===== src/rtl/unmbg_map.svh =====
// Register addresses, field positions and fixed counts of the nine-bit serial port
`ifndef UNMBG_MAP_SVH
`define UNMBG_MAP_SVH
`define UNMBG_ADDR_POWER_CONTROL_REG   8'h87
`define UNMBG_ADDR_SERIAL_CONTROL_REG   8'h98
`define UNMBG_ADDR_SERIAL_BUFFER   8'h99
`define UNMBG_ADDR_FRAC   8'h9d
`define UNMBG_ADDR_INTDIV 8'h9e
`define UNMBG_ADDR_TIMER2_CONTROL_REG  8'hc8
`define UNMBG_SERIAL_CONTROL_REG_HI     7
`define UNMBG_SERIAL_CONTROL_REG_LO     6
`define UNMBG_SERIAL_CONTROL_REG_MPF    5
`define UNMBG_SERIAL_CONTROL_REG_REN    4
`define UNMBG_SERIAL_CONTROL_REG_TB8    3
`define UNMBG_SERIAL_CONTROL_REG_RB8    2
`define UNMBG_SERIAL_CONTROL_REG_TI     1
`define UNMBG_SERIAL_CONTROL_REG_RI     0
`define UNMBG_POWER_CONTROL_REG_DBL    7
`define UNMBG_T2_RCLK     5
`define UNMBG_T2_T2_TX_CLOCK_SEL     4
`define UNMBG_FRAC_EN     7
`define UNMBG_INT_OVR     5
`define UNMBG_MODE0_CLKS  5'h0c
`define UNMBG_FRAC_ONE    18'h00040
`define UNMBG_FRAME_BITS  4'h8
`define UNMBG_TX_STOP_IDX 4'h9
`define UNMBG_TX_END_IDX  4'ha
`endif


===== src/rtl/unmbg_pkg.sv =====
// State types of the nine-bit serial port
package unmbg_pkg;
    typedef enum logic [2:0] {
        TX_IDLE  = 3'b001,
        TX_WAIT  = 3'b010,
        TX_SHIFT = 3'b100
    } unmbg_tx_state_t;
    typedef enum logic [2:0] {
        RX_IDLE  = 3'b001,
        RX_START = 3'b010,
        RX_DATA  = 3'b100
    } unmbg_rx_state_t;
endpackage


===== src/rtl/unmbg_top.sv =====
// Nine-bit serial port with fixed, timer and fractional baud sources
// Operation
// RULE_01: High select set, low clear: fixed nine-bit
// RULE_02: Frame: start, eight data LSB first, ninth, stop
// RULE_03: Fixed rate: clock/32, clock/16 when doubled
// RULE_04: Load buffer LSB first, ninth from stored bit
// RULE_05: Shifting starts on the next bit tick
// RULE_06: Transmit flag set as stop bit appears
// RULE_07: Without extension, accept only if receive flag clear
// RULE_08: Filter on: accept only ninth bit one
// RULE_09: Failed acceptance discards frame, flag untouched
// RULE_10: Accept: buffer, ninth bit, receive flag set
// RULE_11: Both selects set: same frame, timer rate
// RULE_12: Timer 1, 2 or baud timer, split
// RULE_13: Any buffer write starts a transmission; the code ignores a write made while a frame is shifting
// RULE_14: Receive start needs enable; mode 0 flag clear
// RULE_15: Shift-register mode bit rate clock/12
// RULE_16: Timer 1: doubling over 32 times overflow
// RULE_17: Timer 2: overflow rate over sixteen
// RULE_18: Timer 2 clock selects pick transmit, receive
// RULE_19: Baud timer: clock/16/2^n times (1+f/64)
// RULE_20: Baud timer covers 12 to 393216 bps; the code's n stops at 10, spanning clock/16 down to clock/16384 only
// RULE_21: Software rounds divider down, fraction nearest
// RULE_22: Software keeps Timer 1 interrupt off
// RULE_23: Baud timer enable overrides doubling, Timer 2
// RULE_24: Extended: always accept, flag overwrite, read clears; in mode 0 the code still needs the flag clear to start
// RULE_25: Sixteen-fold sampling, start confirmed mid-bit
`timescale 1ns/10ps
`default_nettype none
`include "unmbg_map.svh"
module unmbg_top
    import unmbg_pkg::*;
#(
    parameter int OVERSAMPLE = 16
)(
    input  wire logic       CLK,
    input  wire logic       RESET,
    input  wire logic [7:0] SFR_ADDR,
    input  wire logic [7:0] SFR_WDATA,
    input  wire logic       SFR_WR,
    input  wire logic       SFR_RD,
    output logic      [7:0] SFR_RDATA,
    input  wire logic       RXD_IN,
    input  wire logic       T1_OVF,
    input  wire logic       T2_OVF,
    input  wire logic       EXT_SERIAL_EN,
    output logic            TXD_OUT,
    output logic            TX_DONE_FLAG,
    output logic            RX_DONE_FLAG
);
    if (OVERSAMPLE < 13 || OVERSAMPLE > 31)
        $error("OVERSAMPLE must lie in 13..31");

    function automatic logic pick_tick(input logic m0, input logic m2, input logic ut_en,
                                       input logic use_t2, input logic fix, input logic ut,
                                       input logic t1, input logic t2);
        return m0 | (m2 & fix) | (!m0 & !m2 & (ut_en ? ut : (use_t2 ? t2 : t1)));
    endfunction

    logic [7:3]      ctl_q;
    logic            rate_double_bit_q;
    logic            t2_tx_clock_sel_q;
    logic            t2_rx_clock_sel_q;
    logic            baud_timer_enable_q;
    logic [5:0]      frac_q;
    logic [4:0]      div_q;
    logic            fix_q;
    logic            t1_half_q;
    logic [17:0]     acc_q;
    logic [17:0]     acc_d;
    unmbg_tx_state_t tx_state_q;
    unmbg_tx_state_t tx_state_d;
    logic [4:0]      tx_os_q;
    logic [9:0]      tx_sh_q;
    logic [9:0]      tx_sh_d;
    logic [3:0]      tx_cnt_q;
    logic [3:0]      tx_cnt_d;
    logic [7:0]      tx_buf_q;
    logic            txd_d;
    unmbg_rx_state_t rx_state_q;
    unmbg_rx_state_t rx_state_d;
    logic [4:0]      rx_os_q;
    logic [4:0]      rx_os_d;
    logic [3:0]      rx_cnt_q;
    logic [3:0]      rx_cnt_d;
    logic [8:0]      rx_sh_q;
    logic [8:0]      rx_sh_d;
    logic            rxd_prev_q;
    logic [7:0]      rx_buf_q;
    logic            rx_ninth_bit_q;
    logic            ovr_q;
    logic [7:0]      rd_mux;

    wire sel_serial_control_reg = SFR_ADDR == `UNMBG_ADDR_SERIAL_CONTROL_REG;
    wire sel_serial_buffer = SFR_ADDR == `UNMBG_ADDR_SERIAL_BUFFER;
    wire wr_serial_control_reg  = SFR_WR & sel_serial_control_reg;
    wire wr_serial_buffer  = SFR_WR & sel_serial_buffer;
    wire rd_serial_buffer  = SFR_RD & sel_serial_buffer;
    wire wr_power_control_reg  = SFR_WR & (SFR_ADDR == `UNMBG_ADDR_POWER_CONTROL_REG);
    wire wr_timer2_control_reg = SFR_WR & (SFR_ADDR == `UNMBG_ADDR_TIMER2_CONTROL_REG);
    wire wr_frac  = SFR_WR & (SFR_ADDR == `UNMBG_ADDR_FRAC);
    wire wr_int   = SFR_WR & (SFR_ADDR == `UNMBG_ADDR_INTDIV);

    wire mode_select_hi      = ctl_q[`UNMBG_SERIAL_CONTROL_REG_HI];
    wire mode_select_lo      = ctl_q[`UNMBG_SERIAL_CONTROL_REG_LO];
    wire multiproc_filter_en = ctl_q[`UNMBG_SERIAL_CONTROL_REG_MPF];
    wire rx_enable           = ctl_q[`UNMBG_SERIAL_CONTROL_REG_REN];
    wire tx_ninth_bit        = ctl_q[`UNMBG_SERIAL_CONTROL_REG_TB8];
    wire mode0 = !mode_select_hi & !mode_select_lo;
    wire mode2 = mode_select_hi & !mode_select_lo;                        // see RULE_01

    // Mode 0 runs one sample per clock over twelve clocks per bit
    wire [4:0] bit_len  = mode0 ? `UNMBG_MODE0_CLKS : 5'(OVERSAMPLE);    // see RULE_15
    wire [4:0] bit_last = bit_len - 5'h01;
    wire [4:0] half_pt  = (bit_len >> 1) - 5'h01;

    // Fixed rate: sample tick every other clock, every clock when doubled
    wire fix_tick = rate_double_bit_q | fix_q;                           // see RULE_03
    wire t1_tick  = T1_OVF & (rate_double_bit_q | t1_half_q);            // see RULE_16
    // Baud timer as a rate accumulator: adds 64+f, wraps at 64*2^n
    wire [3:0]  ut_exp   = 4'(div_q[2:0]) + 4'(div_q[4:3]);
    wire [17:0] ut_limit = `UNMBG_FRAC_ONE << ut_exp;                   // see RULE_20
    wire [17:0] ut_sum   = acc_q + `UNMBG_FRAC_ONE + 18'(frac_q);
    wire        ut_tick  = baud_timer_enable_q & (ut_sum >= ut_limit);   // see RULE_19
    always_comb
    begin
        acc_d = 18'h0;
        if (baud_timer_enable_q)
            acc_d = ut_tick ? ut_sum - ut_limit : ut_sum;
    end

    // Transmit and receive pick Timer 1 or Timer 2 independently; mode and baud timer enable are shared
    wire tx_tick = pick_tick(mode0, mode2, baud_timer_enable_q, t2_tx_clock_sel_q,
                             fix_tick, ut_tick, t1_tick, T2_OVF);        // see RULE_12, RULE_17, RULE_23
    wire rx_tick = pick_tick(mode0, mode2, baud_timer_enable_q, t2_rx_clock_sel_q,
                             fix_tick, ut_tick, t1_tick, T2_OVF);        // see RULE_11, RULE_18

    // Transmitter; a buffer write during a frame is ignored
    wire tx_bit   = tx_tick & (tx_os_q == bit_last);
    wire tx_ninth = mode_select_hi ? tx_ninth_bit : 1'b1;
    wire tx_set   = (tx_state_q == TX_SHIFT) & tx_bit & (tx_cnt_q == `UNMBG_TX_STOP_IDX);
    always_comb
    begin
        tx_state_d = tx_state_q;
        tx_sh_d    = tx_sh_q;
        tx_cnt_d   = tx_cnt_q;
        txd_d      = TXD_OUT;
        case (tx_state_q)
            TX_IDLE:
                if (wr_serial_buffer)
                    tx_state_d = TX_WAIT;                                 // see RULE_13
            TX_WAIT:
                if (tx_bit)
                begin
                    tx_state_d = TX_SHIFT;                                // see RULE_05
                    tx_sh_d    = {1'b1, tx_ninth, tx_buf_q};              // see RULE_04
                    tx_cnt_d   = 4'h0;
                    txd_d      = 1'b0;
                end
            TX_SHIFT:
                if (tx_bit)
                begin
                    if (tx_cnt_q == `UNMBG_TX_END_IDX)
                        tx_state_d = TX_IDLE;
                    else
                    begin
                        txd_d    = tx_sh_q[0];                            // see RULE_02
                        tx_sh_d  = {1'b1, tx_sh_q[9:1]};
                        tx_cnt_d = tx_cnt_q + 4'h1;
                    end
                end
            default:
                tx_state_d = TX_IDLE;
        endcase
    end

    // Receiver
    wire       start_ok   = rx_enable & (!mode0 | !RX_DONE_FLAG);       // see RULE_14
    wire       rx_sample  = rx_tick & (rx_os_q == bit_last);
    wire [8:0] rx_frame   = {RXD_IN, rx_sh_q[8:1]};
    wire       rx_final   = (rx_state_q == RX_DATA) & rx_sample & (rx_cnt_q == `UNMBG_FRAME_BITS);
    wire       pass_full  = EXT_SERIAL_EN | !RX_DONE_FLAG;               // see RULE_07, RULE_24
    wire       pass_addr  = !multiproc_filter_en | rx_frame[8];          // see RULE_08
    wire       rx_accept  = rx_final & pass_full & pass_addr;            // see RULE_09
    always_comb
    begin
        rx_state_d = rx_state_q;
        rx_os_d    = rx_os_q;
        rx_cnt_d   = rx_cnt_q;
        rx_sh_d    = rx_sh_q;
        case (rx_state_q)
            RX_IDLE:
                if (rxd_prev_q & !RXD_IN & start_ok)
                begin
                    rx_state_d = RX_START;
                    rx_os_d    = 5'h00;
                end
            RX_START:
                if (rx_tick)
                begin
                    if (rx_os_q == half_pt)
                    begin
                        // A glitch shorter than half a bit is not a start
                        rx_state_d = RXD_IN ? RX_IDLE : RX_DATA;          // see RULE_25
                        rx_os_d    = 5'h00;
                        rx_cnt_d   = 4'h0;
                    end
                    else
                        rx_os_d = rx_os_q + 5'h01;
                end
            RX_DATA:
                if (rx_sample)
                begin
                    rx_os_d  = 5'h00;
                    rx_sh_d  = rx_frame;                                  // see RULE_02
                    rx_cnt_d = rx_cnt_q + 4'h1;
                    if (rx_final)
                        rx_state_d = RX_IDLE;
                end
                else if (rx_tick)
                    rx_os_d = rx_os_q + 5'h01;
            default:
                rx_state_d = RX_IDLE;
        endcase
    end

    // Register read data
    always_comb
    begin
        case (SFR_ADDR)
            `UNMBG_ADDR_SERIAL_CONTROL_REG:   rd_mux = {ctl_q, rx_ninth_bit_q, TX_DONE_FLAG, RX_DONE_FLAG};
            `UNMBG_ADDR_SERIAL_BUFFER:   rd_mux = rx_buf_q;
            `UNMBG_ADDR_POWER_CONTROL_REG:   rd_mux = {rate_double_bit_q, 7'h00};
            `UNMBG_ADDR_TIMER2_CONTROL_REG:  rd_mux = {2'h0, t2_rx_clock_sel_q, t2_tx_clock_sel_q, 4'h0};
            `UNMBG_ADDR_FRAC:   rd_mux = {baud_timer_enable_q, 1'b0, frac_q};
            `UNMBG_ADDR_INTDIV: rd_mux = {2'h0, ovr_q, div_q};
            default:            rd_mux = 8'h00;
        endcase
    end

    always_ff @(posedge CLK)
    begin
        if (RESET)
        begin
            ctl_q <= 5'h00;
            rate_double_bit_q <= 1'b0;
            t2_tx_clock_sel_q <= 1'b0;
            t2_rx_clock_sel_q <= 1'b0;
            baud_timer_enable_q <= 1'b0;
            frac_q <= 6'h00;
            div_q <= 5'h00;
            SFR_RDATA <= 8'h00;
        end
        else
        begin
            if (wr_serial_control_reg)
                ctl_q <= SFR_WDATA[7:3];
            if (wr_power_control_reg)
                rate_double_bit_q <= SFR_WDATA[`UNMBG_POWER_CONTROL_REG_DBL];
            if (wr_timer2_control_reg)
            begin
                t2_tx_clock_sel_q <= SFR_WDATA[`UNMBG_T2_T2_TX_CLOCK_SEL];
                t2_rx_clock_sel_q <= SFR_WDATA[`UNMBG_T2_RCLK];
            end
            if (wr_frac)
            begin
                baud_timer_enable_q <= SFR_WDATA[`UNMBG_FRAC_EN];
                frac_q <= SFR_WDATA[5:0];
            end
            if (wr_int)
                div_q <= SFR_WDATA[4:0];
            if (SFR_RD)
                SFR_RDATA <= rd_mux;
        end
    end

    always_ff @(posedge CLK)
    begin
        if (RESET)
        begin
            fix_q <= 1'b0;
            t1_half_q <= 1'b0;
            acc_q <= 18'h0;
            tx_state_q <= TX_IDLE;
            tx_os_q <= 5'h00;
            tx_sh_q <= 10'h3ff;
            tx_cnt_q <= 4'h0;
            tx_buf_q <= 8'h00;
            TXD_OUT <= 1'b1;
            TX_DONE_FLAG <= 1'b0;
        end
        else
        begin
            fix_q <= !fix_q;
            t1_half_q <= t1_half_q ^ T1_OVF;
            acc_q <= acc_d;
            tx_state_q <= tx_state_d;
            if (tx_tick)
                tx_os_q <= tx_bit ? 5'h00 : tx_os_q + 5'h01;
            tx_sh_q <= tx_sh_d;
            tx_cnt_q <= tx_cnt_d;
            if (wr_serial_buffer && tx_state_q != TX_SHIFT)
                tx_buf_q <= SFR_WDATA;
            TXD_OUT <= txd_d;
            // Hardware set beats a software clear in the same cycle
            TX_DONE_FLAG <= tx_set | (wr_serial_control_reg ? SFR_WDATA[`UNMBG_SERIAL_CONTROL_REG_TI] : TX_DONE_FLAG);  // see RULE_06
        end
    end

    always_ff @(posedge CLK)
    begin
        if (RESET)
        begin
            rx_state_q <= RX_IDLE;
            rx_os_q <= 5'h00;
            rx_cnt_q <= 4'h0;
            rx_sh_q <= 9'h000;
            rxd_prev_q <= 1'b1;
            rx_buf_q <= 8'h00;
            rx_ninth_bit_q <= 1'b0;
            RX_DONE_FLAG <= 1'b0;
            ovr_q <= 1'b0;
        end
        else
        begin
            rx_state_q <= rx_state_d;
            rx_os_q <= rx_os_d;
            rx_cnt_q <= rx_cnt_d;
            rx_sh_q <= rx_sh_d;
            rxd_prev_q <= RXD_IN;
            if (rx_accept)
                rx_buf_q <= rx_frame[7:0];                                // see RULE_10
            if (rx_accept)
                rx_ninth_bit_q <= rx_frame[8];                            // see RULE_10
            else if (wr_serial_control_reg)
                rx_ninth_bit_q <= SFR_WDATA[`UNMBG_SERIAL_CONTROL_REG_RB8];
            RX_DONE_FLAG <= rx_accept | (wr_serial_control_reg ? SFR_WDATA[`UNMBG_SERIAL_CONTROL_REG_RI] : RX_DONE_FLAG);
            ovr_q <= (rx_accept & EXT_SERIAL_EN & RX_DONE_FLAG) | (ovr_q & !rd_serial_buffer);  // see RULE_24
        end
    end
endmodule
`default_nettype wire


===== config.mk =====
export PLATFORM = sky130hd
export DESIGN_NAME = unmbg_top
export DESIGN_NICKNAME = d
export VERILOG_FILES = /design/src/rtl/unmbg_pkg.sv /design/src/rtl/unmbg_top.sv
export VERILOG_INCLUDE_DIRS = /design/src /design/src/rtl
export SDC_FILE = /design/constraint.sdc
export NUM_CORES = 1
export LEC_CHECK = 0
export BUFFER_PORTS_ARGS = -buffer_cell sky130_fd_sc_hd__buf_2
export CORE_AREA = 4 4 111 113
export CTS_CLUSTER_SIZE = 8
export DETAILED_ROUTE_END_ITERATION = 6
export DIE_AREA = 0 0 115 117
export PLACE_DENSITY = 0.77
export SLEW_MARGIN = 0
export SYNTH_ARGS = -nofsm -noshare
export SYNTH_HDL_FRONTEND = slang
export SYNTH_SLANG_ARGS = --single-unit

===== constraint.sdc =====
create_clock -name CLK -period 10.3 [get_ports CLK]
set_input_delay 1.03 -clock CLK [delete_from_list [all_inputs] [get_ports CLK]]
set_output_delay 1.03 -clock CLK [all_outputs]
set_load 0.02 [all_outputs]

# ---- Word-level counts from Yosys, hierarchy flattened
# Index checks and enable logic that the tools add are counted.
dict set report classes {
  bitwise_logic 42
  shift 1
  addsub 10
  n_reduce_logical 21
  eq_ne 30
  mux 47
  magnitude_cmp 1
}
# operator n
set op_table {}
lappend op_table {{$eq A8 B8 Y1 const B} 6}
lappend op_table {{$pmux W8 S6} 1}
lappend op_table {{$mux W5} 7}
lappend op_table {{$mux W10} 3}
lappend op_table {{$mux W3} 10}
lappend op_table {{$and A1 B1 Y1} 29}
lappend op_table {{$mux W4} 6}
lappend op_table {{$pmux W10 S2} 1}
lappend op_table {{$add A18 B6 Y18} 1}
lappend op_table {{$add A18 B7 Y18 const B} 1}
lappend op_table {{$ge A18 B18 Y1} 1}
lappend op_table {{$mux W18} 1}
lappend op_table {{$ne A2 B2 Y1 const B} 9}
lappend op_table {{$pmux W3 S3} 2}
lappend op_table {{$shl A7 B4 Y18 const A} 1}
lappend op_table {{$sub A18 B18 Y18} 1}
lappend op_table {{$pmux W4 S2} 2}
lappend op_table {{$reduce_and A4 Y1} 4}
lappend op_table {{$eq A5 B5 Y1} 3}
lappend op_table {{$pmux W5 S3} 1}
lappend op_table {{$eq A4 B4 Y1 const B} 3}
lappend op_table {{$mux W1} 12}
lappend op_table {{$or A1 B1 Y1} 11}
lappend op_table {{$add A5 B1 Y5 const B} 2}
lappend op_table {{19 further kinds} 34}
dict set report word_totals {
  reg_bits 113
  word_cells 179
}

# ---- Depth between registers and ports, before layout
# Gate-level depths: netlist (run 1).
dict set report logic_depth {
  word_depth 15
  depth_mapped 17
  depth_no_buf 16
}

# ---- Least setup slack after synthesis (run 1)
# OpenSTA, ideal clock, no wires.
dict set report synth_timing {
  path_type {flip-flop to flip-flop}
  startpoint {register frac_q[1]}
  endpoint {register rx_state_q[1]}
  period_less_slack_ps 3694
  path_stages_with_launch 17
  t_required_ps 10214
  setup_slack_ps 6606
  arrival_time_ps 3609
  setup_time_ps 86
  n_path_buf 1
  path_cell_list {dfxtp_1 -> ha_1 -> a21o_1 -> a21o_1 -> a2111oi_2 -> or2_1 -> buf_2 -> nor3b_1 -> xor2_1 -> ha_1 -> a21o_1 -> a22o_1 -> nor2_2 -> o2111a_4 -> nor2_1 -> or3_1 -> a211oi_1}
}
dict set report synth_between {
  elab_chain_cells 11
  word_cells_on_any_way 13
  cone_classes {add/sub: 1; order compare: 1; eq/ne: 3; mux: 1; bitwise: 6; reduce/logical: 1}
}
# element line
set synth_lines {}
lappend synth_lines {{start: declaration} unmbg_top.sv:65} ;# logic [5:0] frac_q;
lappend synth_lines {{start signal: assignment} unmbg_top.sv:268} ;# frac_q <= SFR_WDATA[5:0];
lappend synth_lines {{$add A18 B6 Y18 (*)} unmbg_top.sv:123} ;# wire [17:0] ut_sum = acc_q + `UNMBG_FRAC_ONE + 18'(frac_q);
lappend synth_lines {{$ge A18 B18 Y1 (*)} unmbg_top.sv:124} ;# wire ut_tick = baud_timer_enable_q & (ut_sum >= ut_limit);
lappend synth_lines {{$and A1 B1 Y1 (*)} unmbg_top.sv:124}
lappend synth_lines {{$mux W1 (*)} unmbg_top.sv:57} ;# return m0 | (m2 & fix) | (!m0 & !m2 & (ut_en ? ut : (use_t2 ? t2 : t1)));
lappend synth_lines {{$and A1 B1 Y1 (*)} unmbg_top.sv:57}
lappend synth_lines {{$or A1 B1 Y1 (*)} unmbg_top.sv:57}
lappend synth_lines {{$and A1 B1 Y1} unmbg_top.sv:179} ;# wire rx_sample = rx_tick & (rx_os_q == bit_last);
lappend synth_lines {{$and A1 B1 Y1 (2 in a row)} unmbg_top.sv:181} ;# wire rx_final = (rx_state_q == RX_DATA) & rx_sample & (rx_cnt_q == `UNMBG_FRAME_BITS);
lappend synth_lines {{$ne A2 B2 Y1 (no source line)} n/a}
lappend synth_lines {{$reduce_and A5 Y1 (no source line) (*)} n/a}
lappend synth_lines {{end signal: assignment} unmbg_top.sv:326} ;# rx_state_q <= rx_state_d;
lappend synth_lines {{end: declaration} unmbg_top.sv:80} ;# unmbg_rx_state_t rx_state_q;
# Mark *: on every way between the ends. The rest lies on a longest branch, timed or not.
# A chain may end at the register's enable or synchronous reset.

# ---- Worst setup path after layout (run 1)
dict set report layout_timing {
  startpoint {register frac_q[0]}
  endpoint {register acc_q[13]}
}
dict set report layout_between {
  elab_chain_cells 4
  word_cells_on_any_way 5
  cone_classes {add/sub: 2; order compare: 1; mux: 1; bitwise: 1}
}
# element line
set layout_lines {}
lappend layout_lines {{$add A18 B6 Y18 (*)} unmbg_top.sv:123}
lappend layout_lines {{$ge A18 B18 Y1} unmbg_top.sv:124}
lappend layout_lines {{$and A1 B1 Y1} unmbg_top.sv:124}
lappend layout_lines {{$mux W18 (*)} unmbg_top.sv:129} ;# acc_d = ut_tick ? ut_sum - ut_limit : ut_sum;
lappend layout_lines {{end signal: assignment} unmbg_top.sv:283} ;# acc_q <= 18'h0;
lappend layout_lines {{end signal: assignment} unmbg_top.sv:296} ;# acc_q <= acc_d;
lappend layout_lines {{end: declaration} unmbg_top.sv:69} ;# logic [17:0] acc_q;
# Marks and branches as above.

==> results of run 1 <==
[final timing paths]
kind         slack [ns]         to  depth (start not counted)       from
min                0.43      fix_q                          1      fix_q
max reg2reg        5.72  acc_q[13]                         15  frac_q[0]
min reg2reg        0.43      fix_q                          1      fix_q
max                5.72  acc_q[13]                         15  frac_q[0]
[registers in the layout (all words and copies together) (netlist names), 3 cells and up]
| name | flops |
|---|---|
| rx_state_q | 3 |
| tx_buf_q | 8 |
| frac_q | 6 |
| rx_cnt_q | 4 |
| tx_sh_q | 9 |
| acc_q | 18 |
| div_q | 5 |
| rx_buf_q | 8 |
| SFR_RDATA | 8 |
| rx_os_q | 5 |
| rx_sh_q | 8 |
| tx_cnt_q | 4 |
| tx_os_q | 5 |
| ctl_q | 5 |
| tx_state_q | 3 |
[through the flow]
step           hold WS (ns)  area, um2  instances
2_1_floorplan         0.394       6080        727
3_3_place_gp          0.404       6310        876
3_5_place_dp          0.407       6310        876
4_1_cts               0.423       6590        892
5_1_grt               0.435       6590        892
6_report              0.425       6590        892
[power groups by stage]
stage	Clock, W	Sequential (W)	Combinational, W
2_1_floorplan	0	0.000442	0.0000148
3_3_place_gp	0	0.000442	0.0000257
3_5_place_dp	0	0.000442	0.0000267
4_1_cts	0.000346	0.000432	0.0000267
5_1_grt	0.000363	0.000433	0.0000296
6_report	0.000340	0.000432	0.0000268
[final cells by class]
class	count	area share, %
repair buffers	39	3.15
inverters	24	1.37
multi-input cells	559	54.8
well taps	143	2.72
clock buffers	10	3.48
clock inverters	6	0.798
flip-flops and latches	111	33.7
[routing by layer]
layer / part of all wire (%) / track usage [%] / vias to the layer above
met5: 0 / 0 / -
met4: 3.2 / 11.2 / 0
met3: 4.0 / 3.96 / 33
met2: 48 / 38.0 / 124
met1: 45 / 29.3 / 2582
li1: - / - / 2629
[placed cells by master (no fill, tap or decap), types with 10 or more instances in the layout]
cell type and count:
dfxtp_1 111, nand3_1 33, a21oi_1 57, nor3_1 16, ha_1 27, inv_1 24, xor2_1 14, nand2_1 72
nor2b_1 12, buf_2 34, nor2_1 84, o21ai_0 30, a211oi_1 11, mux2i_1 29, and2_1 10, xnor2_1 13
[cell families (layout without fill, tap and decap cells)]
group | Yosys count | in the layout | share of synthesized area [%]
fa+ha+maj | 29 | 29 | 6.21
mux | 36 | 36 | 6.07
flops | 111 | 111 | 36.5
xor+xnor | 27 | 27 | 3.89
buf+inv | 57 | 79 | 4.17
compound gates | 173 | 173 | 19.0
simple gates | 294 | 294 | 24.1
==> impl_metrics.csv, run 1 <==
group,metric,value,unit
run_status,run_status,"complete, no violations",
timing,worstMarginPinSlew,1.13,ns
synth,synth_flop_cell,"dfxtp_1",
clock_network,path_clk_slew,0.08,ns
synth,synth_area_per_cell,8.37,um2
synth,synth_edf_count,0,
floorplanning,initial_utilization,53.7,%
setup_path,cpMaxStageDelayCell,"nor3_1",
setup_path,critical_path_arrival,4.83,ns
clock_network,cts-resized-gates,0,
hold_path,hold_path_class,"reg -> reg",
synth,syn_area,6080,um2
setup_path,crit_path_max_incr_delay,0.90,ns
timing,finalClockSkew,0.0111,ns
placement,gp_congestion,0.902,
clock_network,cts-root-buf,"clkbuf_16",
setup_path,cp_max_fo,11,
global_route,grtUsageTotal,23.0,%
floorplanning,die_area,13500,um2
detailed_routing,num_vias,5368,
setup_path,worstSetupStartpointType,"flop",
power,powerDensity,121,nW/um2
timing,setup_tns,0,ns
final_layout,seqCellArea,2220,um2
final_layout,fillCellCount,1021,
setup_path,worstPathCellList,"ha_1 -> fa_1 -> a211oi_1 -> o21bai_1 -> and2_1 -> o21ai_0 -> xnor2_1 -> ha_1 -> o211ai_1 -> nand2_1 -> o21ai_2 -> o21a_1 -> nor3_1 -> nor2_1 -> a22o_1",
timing,report.final.slew_viol_count,0,
detailed_routing,final_antenna_net_count,0,
power,switching_share,23.9,%
power,p_leak,2.55,nW
final_layout,final_util,58.2,%
clock_network,cts_tree,"built",
clock_network,cts_max_level,3,
detailed_routing,vias_per_cell,6.02,
setup_path,critical-path-top-delay-family,"simple AND/OR/NAND/NOR gates",
clock_network,postCtsSetupBuffers,0,
synth,synth_cell_type_count,70,
synth,yosysMostFrequentCell,"dfxtp_1",
synth,synth_seq_area_share,36.5,%
synth,yosysTopAreaCell,"dfxtp_1",
synth,synth.area.top_cells,"dfxtp_1, ha_1, nor2_1",
clock_network,holdBufCountCts,0,
timing,min_period,4.58,ns
floorplanning,die_w,115,um
power,share_comb_of_total_power,3.4,%
job,maxCapViolCount,0,
final_layout,nNetsFinal,797,
power,p_clk_share,42.6,%
power,vdd_drop_max,0.0977,mV
placement,port_buffers,34,
floorplanning,design.core.area,11300,um2
global_route,grt_pass1_vias,5145,
global_route,antenna_found_initial,0,
detailed_routing,drtIter0Drc,391,
clock_network,cts.sink_count,111,
synth,synth-async-reset-ratio,0,%
clock_network,clock_path_buffers,2,
detailed_routing,avgRoutedWirePerCell,16.5,um
power,seqPwrFrac,54.1,%
final_layout,area_growth,8.29,%
synth,synth_fp_nets,780,
setup_path,crit_path_end_kind,"flop",
final_layout,multiInputGateArea,3610,um2
timing,finalHoldViolations,0,
setup_path,cp_common_cell,"ha_1",
power,p_int,0.000608,W
setup_path,critPathRequiredTime,10.55,ns
detailed_routing,firstDrtPassIters,5,
detailed_routing,drt_wl_total,14700,um
clock_network,clkLatencyLatePin,0.36,ns
synth,synth-seq-cells,111,
global_route,grt_overflow,0,
synth,synth_cells,727,
timing,setup_viol,0,
setup_path,path_buf_inv,0,
placement,dp_hpwl,10700,um
global_route,grt_pass1_wl,24800,um
timing,rsz0062_at_grt,"false",
timing,fmax,219,MHz
detailed_routing,drcViolationCount,0,
synth,synth.top_cell.area_share,36.5,%
placement,pre_cts_ws,5.83,ns
global_route,grt_max_degree,77,
timing,fin_crit_sh,44.4,%
timing,timing.final.ws_setup,5.72,ns
synth,ys_warn_count,0,
final_layout,diodes,0,
synth,synth_common_cells,"dfxtp_1, nor2_1, nand2_1, a21oi_1, nand3_1",
timing,maxSlewHeadroom,24.4,%
power,netSwitchingPower,0.000191,W
power,total_power,0.000799,W
floorplanning,row_count,39,
floorplanning,die_h,117,um
floorplanning,io_pins,35,
final_layout,drive_gt1_share,11.5,%
setup_path,crit_type,"reg -> reg",
clock_network,cts_made_buffers,9,
(Power assumes the default switching activity.)
==> run 2: changes to the inputs <==
--- a/config.mk
+++ b/config.mk
@@ -6,12 +6,13 @@
 export SDC_FILE = /design/constraint.sdc
 export NUM_CORES = 1
 export LEC_CHECK = 0
+export ABC_AREA = 1
 export BUFFER_PORTS_ARGS = -buffer_cell sky130_fd_sc_hd__buf_2
-export CORE_AREA = 4 4 111 113
+export CORE_AREA = 4 4 110 112
 export CTS_CLUSTER_SIZE = 8
 export DETAILED_ROUTE_END_ITERATION = 6
-export DIE_AREA = 0 0 115 117
-export PLACE_DENSITY = 0.77
+export DIE_AREA = 0 0 114 116
+export PLACE_DENSITY = 0.8
 export SLEW_MARGIN = 0
 export SYNTH_ARGS = -nofsm -noshare
 export SYNTH_HDL_FRONTEND = slang
==> constraint.sdc (replaced) <==
create_clock -name CLK -period 3.94 [get_ports CLK]
set_input_delay 0.394 -clock CLK [delete_from_list [all_inputs] [get_ports CLK]]
set_output_delay 0.394 -clock CLK [all_outputs]
set_load 0.02 [all_outputs]
==> impl_metrics.csv, run 2 <==
group,metric,value,unit
run_status,run_status,"complete, but fails checks",
run_status,failed_checks,"setup timing",
synth,synth_cell_type_count,43,
placement,gp_congestion,0.931,
detailed_routing,num_vias,5909,
synth,synth.area.top_cells,"dfxtp_1, nand2_1, inv_1",
global_route,grtUsageTotal,23.2,%
timing,rsz0062_at_grt,"true",
detailed_routing,drt_wl_total,15700,um
final_layout,reg.largest.list,"acc_q (18), tx_sh_q (9)",
setup_path,crit_type,"reg -> reg",
placement,dp_hpwl,10500,um
hold_path,hold_path_class,"in -> reg",
final_layout,regMostFlops,"acc_q",
clock_network,cts_tree,"built",
clock_network,cts-root-buf,"clkbuf_16",
synth,synth-seq-cells,111,
setup_path,critical_path_arrival,4.28,ns
final_layout,fillCellCount,930,
timing,min_period,3.98,ns
detailed_routing,drcViolationCount,0,
final_layout,nNetsFinal,998,
setup_path,worstSetupStartpointType,"flop",
timing,finalHoldViolations,0,
timing,setup_tns,-0.129,ns
synth,synth_cells,864,
floorplanning,initial_utilization,53.8,%
final_layout,seqCellArea,2230,um2
clock_network,clkLatencyLatePin,0.36,ns
floorplanning,die_h,116,um
final_layout,area_growth,23.7,%
setup_path,crit_path_max_incr_delay,0.39,ns
setup_path,critPathRequiredTime,4.24,ns
timing,worstMarginPinSlew,0.799,ns
power,total_power,0.00273,W
setup_path,crit_end,"rx_buf_q[6]",
clock_network,clock_path_buffers,2,
clock_network,path_clk_slew,0.08,ns
setup_path,cp_common_cell,"nand2_2",
detailed_routing,firstDrtPassIters,5,
synth,synth_edf_count,0,
detailed_routing,drtIter0Drc,363,
setup_path,critical-path-top-delay-family,"simple AND/OR/NAND/NOR gates",
synth,yosysTopAreaCell,"dfxtp_1",
synth,synth_common_cells,"nand2_1, inv_1, dfxtp_1, a21oi_1, nor2_1",
detailed_routing,vias_per_cell,5.41,
global_route,grt_pass1_vias,5382,
global_route,grt_pass1_wl,24900,um
final_layout,finalNonFillerCells,1093,
synth,syn_area,6040,um2
synth,ys_warn_count,0,
setup_path,crit_path_end_kind,"flop",
final_layout,diodes,0,
final_layout,final_cell_mix,"nand2_1, inv_1, dfxtp_1, a21oi_1, nor2_1",
synth,synth_fp_nets,917,
floorplanning,row_count,39,
placement,pre_cts_ws,-0.0646,ns
global_route,antenna_found_initial,0,
final_layout,largest_reg_flops,18,
setup_path,cp_max_fo,4,
timing,fmax,251,MHz
timing,report.final.slew_viol_count,0,
timing,maxSlewHeadroom,46.4,%
setup_path,r2r_start,"frac_q[0]",
final_layout,drive_gt1_share,18.3,%
synth,synth_area_per_cell,6.99,um2
timing,finalClockSkew,0.0129,ns
floorplanning,io_pins,35,
synth,synth-async-reset-ratio,0,%
timing,fin_crit_sh,101,%
setup_path,reg2reg_slack,-0.04,ns
clock_network,cts_max_level,3,
floorplanning,die_area,13200,um2
floorplanning,die_w,114,um
detailed_routing,avgRoutedWirePerCell,14.4,um
setup_path,cp.depth,30,
power,powerDensity,366,nW/um2
detailed_routing,final_antenna_net_count,0,
floorplanning,design.core.area,11200,um2
clock_network,cts_made_buffers,9,
setup_path,r2r_cells,30,
setup_path,crit_start,"frac_q[0]",
synth,yosysMostFrequentCell,"nand2_1",
global_route,grt_overflow,0,
final_layout,final_common_cell,"nand2_1",
final_layout,multiInputGateArea,3490,um2
timing,timing.final.ws_setup,-0.0393,ns
power,vdd_drop_max,0.344,mV
clock_network,cts.sink_count,111,
global_route,grt_max_degree,34,
timing,holdWs,0.302,ns
setup_path,cpMaxStageDelayCell,"fa_2",
job,maxCapViolCount,0,
synth,synth_flop_cell,"dfxtp_1",
setup_path,r2r-end,"rx_buf_q[6]",
power,p_leak,3.17,nW
synth,synth.top_cell.area_share,36.8,%
placement,dp_cells,1050,
clock_network,holdBufCountCts,0,
synth,synth_seq_area_share,36.8,%
placement,port_buffers,34,
timing,setup_viol,6,
setup_path,path_buf_inv,5,
run 2: changes by cell type in the layout (fill, tap and decap cells not counted), moves of 10 or more:
cell     change
a21oi_1     +36
inv_1      +108
buf_4       +42
and2_1      -10
nand2_2     +13
nor2b_1     -12
mux2i_1     -29
nand2_1     +67
nand3_1     +16
nor2_1      -10
o21ai_0     +38
run 2: per-stage QoR:
step	area, um2	utilization [%]
5_1_grt	7480	66.6
6_report	7480	66.6
2_1_floorplan	6040	-
3_3_place_gp	6550	58.3
4_1_cts	7070	63.0
3_5_place_dp	6550	58.3
run 2: worst min path at each step:
stage	startpoint	to	cells past startpoint
after global routing	SFR_WDATA[6]	tx_buf_q[6]	3
after detailed placement	fix_q	fix_q	1
after CTS	SFR_WDATA[6]	tx_buf_q[6]	3
after global placement	fix_q	fix_q	1
final	SFR_WDATA[6]	tx_buf_q[6]	3
after floorplan	fix_q	fix_q	1
run 2: layer usage:
layer	share of wire [%]	wire length (um)	vias to the layer above	GRT usage, %
li1	-	-	3005	-
met1	44	6960	2713	30.4
met2	48	7590	163	38.7
met3	5.2	819	28	4.18
met4	2.3	362	0	8.16
met5	0	0	-	0
run 2: final cells by class:
class                      instances  area share [%]
multi-input combinational        594            46.7
sequential                       111            29.8
timing repair buffer              90            9.47
inverter                         138            6.99
clock buffer                       9            3.01
tap                              143            2.39
clock inverter                     7            1.52
timing repair inverter             1           0.100
run 2: report_power, final:
part | internal [W] | leakage [nW] | total, W | switching (W)
clock | 0.000573 | 0.165 | 0.00104 | 0.000464
combinational | 0.000180 | 2.10 | 0.000458 | 0.000278
sequential | 0.00119 | 0.900 | 0.00124 | 0.0000517
total | 0.00194 | 3.17 | 0.00273 | 0.000793
run 2: kinds of logic (layout without fill, tap and decap cells):
kind of cell | count (synthesis) | after routing | synth area share (%)
AND/OR/NAND/NOR | 328 | 328 | 23.8
XOR/XNOR | 31 | 31 | 4.49
buffers and inverters | 159 | 245 | 10.2
adder cells (fa/ha/maj) | 29 | 29 | 6.25
AO/OA/AOI/OAI | 206 | 206 | 18.6
flip-flops | 111 | 111 | 36.8
run 2: what timing repair did:
item | in CTS | in global routing
pin swaps | 10 | 26
resized for setup | 14 | 54
endpoints found under the setup margin | 50 | 66
buffers inserted | 12 | 10
hold endpoints to repair | 0 | 0
cloned | 1 | 4
run 2: tightest hold or removal path, stage by stage:
cell     delay, ns
buf_2         0.12
inv_1         0.05
a21oi_1       0.05
==> run 3: changes to the inputs <==
--- a/config.mk
+++ b/config.mk
@@ -8,11 +8,11 @@
 export LEC_CHECK = 0
 export ABC_AREA = 1
 export BUFFER_PORTS_ARGS = -buffer_cell sky130_fd_sc_hd__buf_2
-export CORE_AREA = 4 4 110 112
+export CORE_AREA = 4 4 115 117
 export CTS_CLUSTER_SIZE = 8
 export DETAILED_ROUTE_END_ITERATION = 6
-export DIE_AREA = 0 0 114 116
-export PLACE_DENSITY = 0.8
+export DIE_AREA = 0 0 119 121
+export PLACE_DENSITY = 0.75
 export SLEW_MARGIN = 0
 export SYNTH_ARGS = -nofsm -noshare
 export SYNTH_HDL_FRONTEND = slang
==> impl_metrics.csv, run 3 (same netlist as run 2, synthesis figures left out) <==
group,metric,value,unit
placement,dp_hpwl,10800,um
floorplanning,die_h,121,um
final_layout,finalNonFillerCells,1110,
setup_path,crit_path_max_incr_delay,0.40,ns
detailed_routing,avgRoutedWirePerCell,14.0,um
floorplanning,row_count,41,
timing,setup_viol,0,
final_layout,regMostFlops,"acc_q",
clock_network,holdBufCountCts,0,
setup_path,crit_type,"reg -> reg",
power,vdd_drop_max,0.280,mV
setup_path,critPathRequiredTime,4.19,ns
setup_path,critical_path_arrival,4.16,ns
timing,maxSlewHeadroom,48.6,%
timing,fin_crit_sh,99.2,%
setup_path,cpMaxStageDelayCell,"fa_2",
final_layout,largest_reg_flops,18,
global_route,grt_pass1_wl,25000,um
clock_network,cts-root-buf,"clkbuf_16",
global_route,antenna_found_initial,0,
timing,min_period,3.91,ns
detailed_routing,drcViolationCount,0,
timing,finalHoldViolations,0,
power,switching_share,30.8,%
detailed_routing,drtIter0Drc,365,
setup_path,critical-path-top-delay-family,"simple AND/OR/NAND/NOR gates",
timing,fmax,256,MHz
power,p_int,0.00186,W
global_route,grt_overflow,0,
clock_network,cts.sink_count,111,
detailed_routing,drt_wl_total,15500,um
final_layout,final_common_cell,"nand2_1",
detailed_routing,final_antenna_net_count,0,
placement,port_buffers,34,
final_layout,final_cell_mix,"nand2_1, inv_1, dfxtp_1, a21oi_1, nor2_1",
power,seqPwrFrac,46.1,%
final_layout,fin_area,7470,um2
floorplanning,io_pins,35,
placement,dp_cells,1080,
final_layout,drive_gt1_share,20.4,%
placement,gp_congestion,0.879,
timing,rsz0062_at_grt,"true",
job,maxCapViolCount,0,
power,share_comb_of_total_power,19.8,%
power,netSwitchingPower,0.000827,W
floorplanning,initial_utilization,48.9,%
hold_path,hold_path_class,"in -> reg",
setup_path,worstSetupStartpointType,"flop",
timing,worstMarginPinSlew,0.764,ns
setup_path,cp_max_fo,5,
global_route,grtUsageTotal,21.3,%
floorplanning,die_w,119,um
detailed_routing,vias_per_cell,5.25,
clock_network,clkLatencyLatePin,0.36,ns
power,p_clk_share,34.0,%
placement,dpl_cell_area,6580,um2
timing,report.final.slew_viol_count,0,
power,powerDensity,359,nW/um2
floorplanning,design.core.area,12400,um2
setup_path,path_buf_inv,4,
final_layout,nNetsFinal,986,
clock_network,path_clk_slew,0.08,ns
run_status,run_status,"complete, no violations",
clock_network,cts_made_buffers,9,
detailed_routing,num_vias,5830,
setup_path,cp_common_cell,"nand2_1",
floorplanning,die_area,14400,um2
final_layout,area_growth,23.6,%
clock_network,cts_tree,"built",
global_route,grt_pass1_vias,5293,
setup_path,crit_path_end_kind,"flop",
power,p_leak,3.09,nW
final_layout,diodes,0,
timing,finalClockSkew,0.0128,ns
global_route,grt_max_degree,63,
final_layout,reg.largest.list,"acc_q (18), tx_sh_q (9)",
clock_network,cts_max_level,3,
clock_network,clock_path_buffers,2,
detailed_routing,firstDrtPassIters,5,
run 3: cell count changes in the layout (fill, tap and decap cells not counted), sizes merged:
cell	delta
buf	-9
bufinv	-2
clkbuf	-2
clkinv	+1
clkinvlp	+1
inv	-1
run 3: final cells by class:
class	instances	area, um2
fill	1085	4890
multi-input combinational	594	3640
sequential	111	2230
timing repair buffer	78	536
inverter	138	534
clock buffer	10	239
tap	172	215
clock inverter	6	61.3
timing repair inverter	1	16.3
run 3: timing repair:
| item | 4_1_cts | 5_1_grt |
|---|---|---|
| endpoints found under the setup margin | 54 | 65 |
| pin swaps | 14 | 44 |
| cloned | 1 | 2 |
| setup buffers | 7 | 6 |
| hold endpoints to repair | 0 | 0 |
| resized for setup | 31 | 86 |
run 3: path summary, 6_finish.rpt:
check	depth (start not counted)	from	slack (ns)	end
worst max-delay path	29	frac_q[0]	0.03	rx_buf_q[7]
worst min-delay path	3	T1_OVF	0.30	t1_half_q
worst max register to register	29	frac_q[0]	0.03	rx_buf_q[7]
worst min register to register	1	fix_q	0.44	fix_q
run 3: metrics by stage:
stage / hold WS (ns) / TNS (ns) / power (W) / util (%) / setup WS, ns
after floorplan: 0.395 / 0 / 0.00156 / - / 0.153
after global placement: 0.410 / -1.66 / 0.00167 / 53.2 / -0.0843
after detailed placement: 0.435 / -5.34 / 0.00168 / 53.2 / -0.181
after CTS: 0.297 / 0 / 0.00260 / 57.3 / 0.00510
after global routing: 0.318 / -7.31 / 0.00282 / 60.4 / -0.229
final: 0.298 / 0 / 0.00268 / 60.4 / 0.0320
run 3: worst reg2reg max path, delay by kind of cell (launching register included):
family	cells	cell delay, ns
simple gates	20	1.76
fa+ha+maj	3	0.78
buf+inv	4	0.52
flops	1	0.34
xor+xnor	1	0.25
compound gates	1	0.15
run 3: per-layer routing:
metal / part of all wire (%) / track usage, % / up-vias
li1: - / - / 2977
met1: 45 / 28.5 / 2666
met2: 47 / 35.0 / 160
met3: 5.0 / 3.03 / 27
met4: 2.2 / 8.04 / 0
met5: 0 / 0 / -
run 3: power groups by stage:
| stage | clock [W] | combinational, W | sequential [W] |
|---|---|---|---|
| after floorplan | 0 | 0.000304 | 0.00126 |
| final | 0.000913 | 0.000532 | 0.00124 |
| after global routing | 0.000972 | 0.000598 | 0.00125 |
| after CTS | 0.000933 | 0.000433 | 0.00124 |
| after global placement | 0 | 0.000409 | 0.00126 |
| after detailed placement | 0 | 0.000414 | 0.00126 |
